File: config.mk
export PLATFORM = sky130hd
export DESIGN_NAME = lsf_status_fault
export DESIGN_NICKNAME = d
export VERILOG_FILES = /design/src/hdl/lsf_status_fault.v
export VERILOG_INCLUDE_DIRS = /design/src /design/src/common
export SDC_FILE = /design/constraint.sdc
export NUM_CORES = 1
export LEC_CHECK = 0
export BUFFER_PORTS_ARGS = -buffer_cell sky130_fd_sc_hd__buf_4
export CAP_MARGIN = 15
export CORE_MARGIN = 2
export CORE_UTILIZATION = 40
export CTS_CLUSTER_SIZE = 10
export DETAILED_ROUTE_END_ITERATION = 10
export GPL_ROUTABILITY_DRIVEN = 0
export PLACE_DENSITY = 0.68
export SETUP_SLACK_MARGIN = 0.05
export SYNTH_ARGS = -nofsm -noshare
export SYNTH_HDL_FRONTEND = slang
export SYNTH_SLANG_ARGS = --single-unit
File: constraint.sdc
create_clock -name clk -period 2.1 [get_ports clk]
set_input_delay 0.315 -clock clk [delete_from_list [all_inputs] [get_ports clk]]
set_output_delay 0.315 -clock clk [all_outputs]
set_load 0.02 [all_outputs]
File: src/common/lsf_regs.vh
// register map, field positions and answer codes of the load status and fault block.
// assumes a request port that already carries decoded modbus function, address and data.
`ifndef LSF_REGS_VH
`define LSF_REGS_VH

// ==========================================================
// register addresses
`define LSF_ADDR_QUES      16'h10b0
`define LSF_ADDR_OPSTAT    16'h10d0
`define LSF_ADDR_FCLEAR    16'h10e0
`define LSF_ADDR_INPUT     16'h1110

// ==========================================================
// function codes and register counts
`define LSF_FC_READ        8'h03
`define LSF_FC_WRITE1      8'h06
`define LSF_CNT_WORD       16'h0002
`define LSF_CNT_DWORD      16'h0004
`define LSF_CNT_ONE        3'h1
`define LSF_CNT_TWO        3'h2
`define LSF_CNT_FOUR       3'h4

// ==========================================================
// exception codes
`define LSF_EXC_NONE       8'h00
`define LSF_EXC_FUNC       8'h01
`define LSF_EXC_ADDR       8'h02
`define LSF_EXC_VALUE      8'h03
`define LSF_EXC_REFUSED    8'h04

// ==========================================================
// boolean write values
`define LSF_VAL_OFF        16'h0000
`define LSF_VAL_ON         16'h0001

// ==========================================================
// questionable word bit positions
`define LSF_Q_OVP          0
`define LSF_Q_OCT          1
`define LSF_Q_OVT          2
`define LSF_Q_OPT          3
`define LSF_Q_OCP          4
`define LSF_Q_OTP          5
`define LSF_Q_RSL          6
`define LSF_Q_REG_LO       7
`define LSF_Q_REG_HI       10
`define LSF_Q_SOFT         11
`define LSF_Q_HARD         12

// ==========================================================
// operation status bit positions
`define LSF_S_STANDBY      0
`define LSF_S_LIVE         1
`define LSF_S_OCT          4
`define LSF_S_OVT          5
`define LSF_S_OPT          6
`define LSF_S_SENSE        7
`define LSF_S_HEALTH_LO    8
`define LSF_S_HEALTH_HI    30
`define LSF_S_OCP          16
`define LSF_S_OVP          17
`define LSF_S_LINHOT       18
`define LSF_S_AVAIL21      21
`define LSF_S_RESHOT       27
`define LSF_S_REG_LO       32
`define LSF_S_REG_HI       35
`define LSF_S_MODE_LO      36
`define LSF_S_MODE_HI      39
`define LSF_S_TEMP         40
`define LSF_S_SOFTSD       41
`define LSF_S_HARDSD       42

// health input index of a status bit is its position minus the low bound
`define LSF_H_OCP          8
`define LSF_H_OVP          9
`define LSF_H_LINHOT       10
`define LSF_H_AVAIL21      13
`define LSF_H_RESHOT       19

`endif

File: src/hdl/lsf_status_fault.v
// status words, fault latch and input enable of the electronic load, behind a request port.
// assumes requests arrive as one-cycle pulses on clk; condition inputs may come from anywhere.
`include "lsf_regs.vh"
`default_nettype none

module lsf_status_fault #(
  parameter HEALTH_W = 23                       // status bits 8 to 30
) (
  input  wire                clk,                 // system clock, 100 MHz
  input  wire                reset_n,             // synchronous reset, active low
  input  wire                req_valid,           // one-cycle request strobe
  input  wire [7:0]          req_func,            // modbus function code
  input  wire [15:0]         req_addr,            // starting register address
  input  wire [15:0]         req_count,           // register count of a read
  input  wire [15:0]         req_wdata,           // value of a single write
  input  wire                overvoltage_protect_hard,   // hard fault condition
  input  wire                overcurrent_protect_hard,   // hard fault condition
  input  wire                sense_loss_hard,            // sense out of bounds
  input  wire                overcurrent_trip_soft,      // soft trip condition
  input  wire                overvoltage_trip_soft,      // soft trip condition
  input  wire                overpower_trip_soft,        // soft trip condition
  input  wire [3:0]          regulation_in,       // current, voltage, resistance, power
  input  wire [3:0]          mode_in,             // range, sense used, lock, analog control
  input  wire [HEALTH_W-1:0] health_in,           // raw status bits 8 to 30
  output reg                 rsp_valid_q,         // one-cycle answer strobe
  output reg                 rsp_exception_q,     // answer is an exception
  output reg  [7:0]          rsp_code_q,          // exception code, zero when none
  output reg  [2:0]          rsp_regs_q,          // registers carried by rsp_data_q
  output reg  [63:0]         rsp_data_q,          // read data, low register pair first
  output reg                 input_on_q,          // input stage conducting
  output reg                 input_hiz_q,         // input stage high impedance
  output reg                 fault_latched_q      // protection latch holds input off
);

  // ==========================================================
  // how the request port behaves
  // - a request is taken at a rising edge with req_valid high
  // - its answer follows at the very next edge, always
  // - rsp_valid_q marks that answer for one cycle only
  // - code, regs and data hold until the next answer
  // - requests may come back to back, one answer each
  // - reads never touch state, whatever their address
  // - an exception answer never touches state either

  // answer codes
  // - none: the request was carried out
  // - bad function: neither read nor single write
  // - illegal address: wrong place or wrong direction
  // - bad value: a count or write value out of range
  // - refused: clear or enable while a fault is present

  // read counts
  // - questionable word: two registers, nothing else
  // - status word: two registers give the low half
  // - status word: four registers give all 64 bits
  // - the word always sits at the low end of rsp_data_q

  // fault latch
  // - any soft or hard condition sets its shutdown flag
  // - a set shutdown flag drops the input at once
  // - a clear only lands once every condition is gone
  // - a condition and a clear in one cycle: set wins
  // - after a clear the input stays off until enabled
  // - an enable is refused while latched or faulted

  // pin conditions
  // - every pin passes two flip-flops before use
  // - so a change shows in the words two edges late
  // - the latch follows one edge after that
  // - sense loss doubles as status bit 7
  // - over temperature: linear or resistor module hot
  // - health pins 8 and 9 are shadowed by hard pins
  // - health pin 13 is forced to zero in the word

  // reset state
  // - input off and high impedance, latch clear
  // - no answer pending, answer fields zero
  // - synchronisers empty

  // limitations
  // - conditions are levels; a glitch shorter than
  //   a clock may be missed, which is accepted
  // - each pin is synchronised alone, so a group of
  //   pins may mix old and new values for a cycle
  // - the input stage is driven from input_on_q and
  //   input_hiz_q, both straight from flip-flops

  // ==========================================================
  // input synchronisers
  localparam RAW_W = HEALTH_W + 14;               // total width of pin conditions

  wire [RAW_W-1:0] raw_in;                        // all pin conditions together
  reg  [RAW_W-1:0] sync1_q;                       // first stage, read only by sync2
  reg  [RAW_W-1:0] sync2_q;                       // second stage, safe to use

  assign raw_in = {health_in, mode_in, regulation_in, overpower_trip_soft,
                   overvoltage_trip_soft, overcurrent_trip_soft, sense_loss_hard,
                   overcurrent_protect_hard, overvoltage_protect_hard};

  // the reset clears both stages, so all conditions
  // read as absent for two edges after reset

  // two flip-flops on every pin condition
  always @(posedge clk) begin
    if (!reset_n) begin
      sync1_q <= {RAW_W{1'b0}};
      sync2_q <= {RAW_W{1'b0}};
    end else begin
      sync1_q <= raw_in;
      sync2_q <= sync1_q;
    end
  end

  // ==========================================================
  // live conditions
  // slices of the second synchroniser stage, in the
  // order the pins were packed into raw_in

  wire                ovp_s     = sync2_q[0];     // overvoltage protection
  wire                ocp_s     = sync2_q[1];     // overcurrent protection
  wire                rsl_s     = sync2_q[2];     // sense loss
  wire [2:0]          soft_s    = sync2_q[5:3];   // oct, ovt, opt
  wire [3:0]          reg_s     = sync2_q[9:6];   // regulation state
  wire [3:0]          mode_s    = sync2_q[13:10]; // operating modes
  wire [HEALTH_W-1:0] health_s  = sync2_q[RAW_W-1:14];

  wire otp_s;                                     // combined over temperature
  wire any_soft_fault;                            // or of soft trips
  wire any_hard_fault;                            // or of hard faults
  wire fault_present;                             // any latch source active

  assign otp_s = health_s[`LSF_H_LINHOT] | health_s[`LSF_H_RESHOT];
  assign any_soft_fault = |soft_s;
  assign any_hard_fault = ovp_s | ocp_s | otp_s | rsl_s;
  assign fault_present = any_soft_fault | any_hard_fault;

  // ==========================================================
  // control state
  // enable_q keeps the enable as last written until a set flag clears it; the
  // shutdown flags remember why the input dropped
  // until a clear is accepted

  reg enable_q;                                   // enable as last written, cleared by a set flag
  reg soft_sd_q;                                  // shutdown by soft fault
  reg hard_sd_q;                                  // shutdown by hard fault
  reg enable_d;
  reg soft_sd_d;
  reg hard_sd_d;

  // ==========================================================
  // status words, built live from conditions and state
  reg [31:0] ques_word;                           // questionable word
  reg [63:0] op_word;                             // operation status word

  // both words are rebuilt every cycle from the
  // synchronised pins, input_on_q and the latch flags; nothing
  // here is stored, so a read cannot disturb them
  // status word positions 2, 3, 21, 31 and 43 up stay zero

  // word assembly, unused positions stay zero
  always @* begin
    ques_word = 32'h0000_0000;
    ques_word[`LSF_Q_OVP] = ovp_s;
    ques_word[`LSF_Q_OCP] = ocp_s;
    ques_word[`LSF_Q_OTP] = otp_s;
    ques_word[`LSF_Q_RSL] = rsl_s;
    ques_word[`LSF_Q_OCT] = soft_s[0];
    ques_word[`LSF_Q_OVT] = soft_s[1];
    ques_word[`LSF_Q_OPT] = soft_s[2];
    ques_word[`LSF_Q_REG_HI:`LSF_Q_REG_LO] = reg_s;
    ques_word[`LSF_Q_SOFT] = any_soft_fault;
    ques_word[`LSF_Q_HARD] = any_hard_fault;

    op_word = 64'h0000_0000_0000_0000;
    op_word[`LSF_S_STANDBY] = ~input_on_q;
    op_word[`LSF_S_LIVE] = input_on_q;
    op_word[`LSF_S_OCT] = soft_s[0];
    op_word[`LSF_S_OVT] = soft_s[1];
    op_word[`LSF_S_OPT] = soft_s[2];
    op_word[`LSF_S_SENSE] = rsl_s;
    // bits 10..13, 19, 20, 28, 29 and the rest but 16, 17 and 21 pass straight from the health pins
    op_word[`LSF_S_HEALTH_HI:`LSF_S_HEALTH_LO] = health_s;
    op_word[`LSF_S_AVAIL21] = 1'b0;
    op_word[`LSF_S_OCP] = ocp_s;
    op_word[`LSF_S_OVP] = ovp_s;
    op_word[`LSF_S_REG_HI:`LSF_S_REG_LO] = reg_s;
    op_word[`LSF_S_MODE_HI:`LSF_S_MODE_LO] = mode_s;
    op_word[`LSF_S_TEMP] = otp_s;
    op_word[`LSF_S_SOFTSD] = soft_sd_q;
    op_word[`LSF_S_HARDSD] = hard_sd_q;
  end

  // ==========================================================
  // request decode
  // whole fields are compared; any address other
  // than the four known ones is an illegal address

  wire is_read  = (req_func == `LSF_FC_READ);
  wire is_write = (req_func == `LSF_FC_WRITE1);
  wire at_ques  = (req_addr == `LSF_ADDR_QUES);
  wire at_op    = (req_addr == `LSF_ADDR_OPSTAT);
  wire at_clr   = (req_addr == `LSF_ADDR_FCLEAR);
  wire at_inp   = (req_addr == `LSF_ADDR_INPUT);
  wire val_off  = (req_wdata == `LSF_VAL_OFF);
  wire val_on   = (req_wdata == `LSF_VAL_ON);
  wire latched  = soft_sd_q | hard_sd_q;

  reg        clr_ok;                              // accepted latch release
  reg [7:0]  code_d;                              // answer code
  reg [2:0]  regs_d;                              // registers in answer
  reg [63:0] data_d;                              // answer data

  // answer selection; reads change no state at all
  always @* begin
    clr_ok = 1'b0;
    code_d = `LSF_EXC_NONE;
    regs_d = 3'h0;
    data_d = 64'h0000_0000_0000_0000;
    if (is_read) begin
      if (at_ques) begin
        if (req_count == `LSF_CNT_WORD) begin
          regs_d = `LSF_CNT_TWO;
          data_d = {32'h0000_0000, ques_word};
        end else begin
          code_d = `LSF_EXC_VALUE;
        end
      end else if (at_op) begin
        if (req_count == `LSF_CNT_WORD) begin
          regs_d = `LSF_CNT_TWO;
          data_d = {32'h0000_0000, op_word[31:0]};
        end else if (req_count == `LSF_CNT_DWORD) begin
          regs_d = `LSF_CNT_FOUR;
          data_d = op_word;
        end else begin
          code_d = `LSF_EXC_VALUE;
        end
      end else begin
        code_d = `LSF_EXC_ADDR;
      end
    end else if (is_write) begin
      if (at_clr) begin
        if (val_on) begin
          if (fault_present) begin
            code_d = `LSF_EXC_REFUSED;
          end else begin
            clr_ok = 1'b1;
            regs_d = `LSF_CNT_ONE;
          end
        end else if (val_off) begin
          regs_d = `LSF_CNT_ONE;          // accepted, no action
        end else begin
          code_d = `LSF_EXC_VALUE;
        end
      end else if (at_inp) begin
        if (val_off) begin
          regs_d = `LSF_CNT_ONE;
        end else if (val_on && !latched && !fault_present) begin
          regs_d = `LSF_CNT_ONE;
        end else if (val_on) begin
          code_d = `LSF_EXC_REFUSED;
        end else begin
          code_d = `LSF_EXC_VALUE;
        end
      end else begin
        code_d = `LSF_EXC_ADDR;
      end
    end else begin
      code_d = `LSF_EXC_FUNC;
    end
  end

  // ==========================================================
  // priority inside one cycle, lowest first:
  // - an accepted enable write sets the new enable
  // - an accepted clear drops both shutdown flags
  // - a live soft condition sets the soft flag again
  // - a live hard condition sets the hard flag again
  // - any flag that ends up set forces enable low
  // the decode already refuses a clear while any
  // condition is live, so set-wins is only a guard

  // next control state; a fault always beats a clear or an enable
  always @* begin
    enable_d  = enable_q;
    soft_sd_d = soft_sd_q;
    hard_sd_d = hard_sd_q;
    if (req_valid && is_write && at_inp && (code_d == `LSF_EXC_NONE)) begin
      enable_d = val_on;
    end
    if (req_valid && clr_ok) begin
      soft_sd_d = 1'b0;
      hard_sd_d = 1'b0;
    end
    if (any_soft_fault) begin
      soft_sd_d = 1'b1;
    end
    if (any_hard_fault) begin
      hard_sd_d = 1'b1;
    end
    if (soft_sd_d || hard_sd_d) begin
      enable_d = 1'b0;
    end
  end

  // ==========================================================
  // all outputs come from here, so none glitches;
  // answer fields load only when an answer is due,
  // which keeps the last answer readable

  // state and output registers
  always @(posedge clk) begin
    if (!reset_n) begin
      enable_q        <= 1'b0;
      soft_sd_q       <= 1'b0;
      hard_sd_q       <= 1'b0;
      input_on_q      <= 1'b0;
      input_hiz_q     <= 1'b1;
      fault_latched_q <= 1'b0;
      rsp_valid_q     <= 1'b0;
      rsp_exception_q <= 1'b0;
      rsp_code_q      <= `LSF_EXC_NONE;
      rsp_regs_q      <= 3'h0;
      rsp_data_q      <= 64'h0000_0000_0000_0000;
    end else begin
      enable_q        <= enable_d;
      soft_sd_q       <= soft_sd_d;
      hard_sd_q       <= hard_sd_d;
      input_on_q      <= enable_d;
      input_hiz_q     <= ~enable_d;
      fault_latched_q <= soft_sd_d | hard_sd_d;
      rsp_valid_q     <= req_valid;
      if (req_valid) begin
        // answer registered one cycle after the request
        rsp_exception_q <= (code_d != `LSF_EXC_NONE);
        rsp_code_q      <= code_d;
        rsp_regs_q      <= regs_d;
        rsp_data_q      <= data_d;
      end
    end
  end

endmodule

`default_nettype wire

==> run_results.csv <==
group,metric,value,unit
status,status,"complete, no violations",
yosys,synth_ff_type,"dfxtp_1",
layout,final_cells,753,
clocking,clk_path_buf_depth,2,
yosys,yosysWarnings,0,
yosys,ys_seq_area_share,56.5,%
timing,timing.final.crit_period,1.95,ns
critical_path,end_kind,"register",
clocking,root_buffer,"clkbuf_8",
critical_path,start_kind,"register",
yosys,synth_edf_count,0,
yosys,synthDistinctLibCells,43,
yosys,syn_avg_cell_area,9.93,µm²
clocking,htreeDepth,4,
clocking,path_clk_slew,0.06,ns
floorplan,rows,37,
power_and_ir_drop,peakVddDrop,0.685,mV
critical_path,timing.rr.start,"sync2_q[24]",
global_routing,grt_pass1_vias,3430,
route,post_drt_wl_per_cell,13.7,µm
yosys,syn_inst,435,
yosys,async_flop_share,0,%
route,via_per_inst,4.74,
place,dpl-instance-area,5530,µm²
clocking,clock_latency,0.50,ns
layout,final_net_count,700,
floorplan,dieArea,11700,µm²
flow_run,max_cap_viol_count,0,
global_routing,antenna_found_initial,0,
route,drc,0,
critical_path,cp.arrival,2.33,ns
place,dp_hpwl,7.03,mm
layout,num_antenna_cells,0,
global_routing,grt_usage,17.9,%
global_routing,grt_max_degree,52,
global_routing,grt_pass1_wl,16.2,mm
global_routing,overflow,0,
critical_path,cp.required,2.49,ns
critical_path,crit_path_start,"sync2_q[24]",
yosys,synth_seq_cells,122,
layout,area_growth,47.5,%
timing,worst_slack,0.153,ns
timing,finalCritPeriodShare,92.7,%
clocking,cts_tree,"yes",
layout,stdcell_area,6370,µm²
timing,clock_skew,0.00792,ns
place,preCtsSetupSlack,-0.178,ns
route,first_pass_iters,4,
timing,setup_violations,0,
layout,final_common_cell,"buf_4",
critical_path,reg2reg_to,"enable_q",
power_and_ir_drop,leakage,2.77,nW
yosys,synth_area,4320,µm²
floorplan,io-pin-count,176,
place,io_buffer_count,144,
power_and_ir_drop,power_density,943,nW/µm²
place,placed_cells,707,
route,wl,10.3,mm
worst_hold_path,hold_path.class,"input pin to register",
critical_path,r2r_cells,8,
critical_path,reg2reg_slack,0.15,ns
clocking,numClockSinks,122,
timing,tightest_slew,0.577,ns
timing,fmax,514,MHz
timing,hold_violations,0,
critical_path,worst-setup-path-type,"register to register",
floorplan,start_util,41.5,%
floorplan,die_w,108,µm
layout,drive_above_1_share,33.9,%
clocking,cts_buffers,17,
floorplan,core-area,10400,µm²
timing,rsz0062_at_grt,"no",
critical_path,cp-endpoint,"enable_q",
critical_path,critPathMaxFanout,3,
layout,layout_common_cells,"buf_4 (160), dfxtp_1 (120), and2_1 (70)",
route,final_antenna_net_count,0,
timing,slew-limit-headroom,61.6,%
floorplan,die_h,108,µm
route,num_vias,3572,
timing,drv_slew,0,
route,drt_iter0_markers,129,
## cells in the mapped netlist, types with 2 or more instances
master / number / share of area (%)
buf_2: 2 / 0.23
and3_1: 2 / 0.29
nor4b_1: 2 / 0.41
o21ai_0: 3 / 0.35
nor3_1: 7 / 0.81
or3_1: 2 / 0.29
inv_1: 4 / 0.35
nand4b_1: 3 / 0.61
nand4_1: 5 / 0.72
a22oi_1: 39 / 6.8
buf_4: 28 / 4.9
a21oi_1: 20 / 2.3
o211a_1: 2 / 0.46
o211ai_1: 2 / 0.35
nor4_1: 10 / 1.4
nand2b_1: 4 / 0.58
nand3_1: 2 / 0.23
and2_1: 70 / 10
dfxtp_1: 122 / 57
nor2b_1: 3 / 0.43
nor2_1: 44 / 3.8
buf_6: 2 / 0.52
a41oi_1: 2 / 0.41
clkbuf_1: 18 / 1.6
nand2_1: 19 / 1.7
## power by group
group / switching, mW / total [mW] / internal (mW)
combinational: 0.187 / 0.384 / 0.198
sequential: 0.0256 / 2.41 / 2.39
clock: 1.03 / 3.21 / 2.18
## critical path, stage by stage (launching register included)
cell and delay (ns):
dfxtp_2 0.34, nor4_4 0.27, buf_4 0.16, nand3_2 0.08
o211a_1 0.22, o211ai_1 0.23, buf_4 0.17, a41oi_2 0.13
o211a_1 0.24
## registers in the layout, summed over array words and instances (netlist names), 3 cells and up
| name | count |
|---|---|
| rsp_code_q | 3 |
| rsp_data_q | 41 |
| rsp_regs_q | 3 |
| sync1_q | 34 |
| sync2_q | 34 |
## worst min path at each step
stage	endpoint	from	cells past startpoint	slack, ns
global placement	sync2_q[32]	sync1_q[32]	1	0.41
detailed placement	sync2_q[35]	sync1_q[35]	1	0.42
finish	sync1_q[30]	health_in[16]	2	0.03
global route	sync1_q[17]	health_in[3]	2	0.004
CTS	sync1_q[11]	mode_in[1]	2	0.0003
floorplan	sync2_q[0]	sync1_q[0]	1	0.41
## stage by stage
step,hold slack [ns],TNS (ns),util [%],power [mW]
after detailed placement,0.418,-5.46,53.1,2.82
after floorplan,0.412,0,-,2.67
after CTS,0.000262,0,60.7,6.06
after global routing,0.00374,0,61.2,6.23
after global placement,0.414,-3.48,53.1,2.81
final,0.0251,0,61.2,6.01
## routing by layer
| metal | vias up | track usage [%] | wire [µm] |
|---|---|---|---|
| met5 | - | 0 | 0 |
| met1 | 1676 | 21.3 | 4480 |
| li1 | 1775 | - | - |
| met4 | 0 | 5.68 | 76 |
| met3 | 9 | 6.15 | 609 |
| met2 | 112 | 30.3 | 5160 |
## what timing repair did
item	4_1_cts	5_1_grt
setup endpoints to repair	1	2
pin swaps	0	4
endpoints found under the hold margin	12	1
hold buffers	12	1
resized for setup	2	6
setup buffers	0	1
cloned	0	0
## cells by family after synthesis
family | share of synthesized area [%]
simple gates | 23.3
flops | 56.5
compound gates | 12.4
buf+inv | 7.70
other cells | 0.0868
## layout make-up
| type | count | area, µm² |
|---|---|---|
| clock buffers | 18 | 418 |
| clock inverters | 14 | 243 |
| fillers | 907 | 4040 |
| inverters | 5 | 18.8 |
| multi-input cells | 284 | 1730 |
| flip-flops and latches | 122 | 2440 |
| well taps | 136 | 170 |
| repair buffers | 174 | 1350 |
No activity file was read; power rests on OpenSTA's default activity.
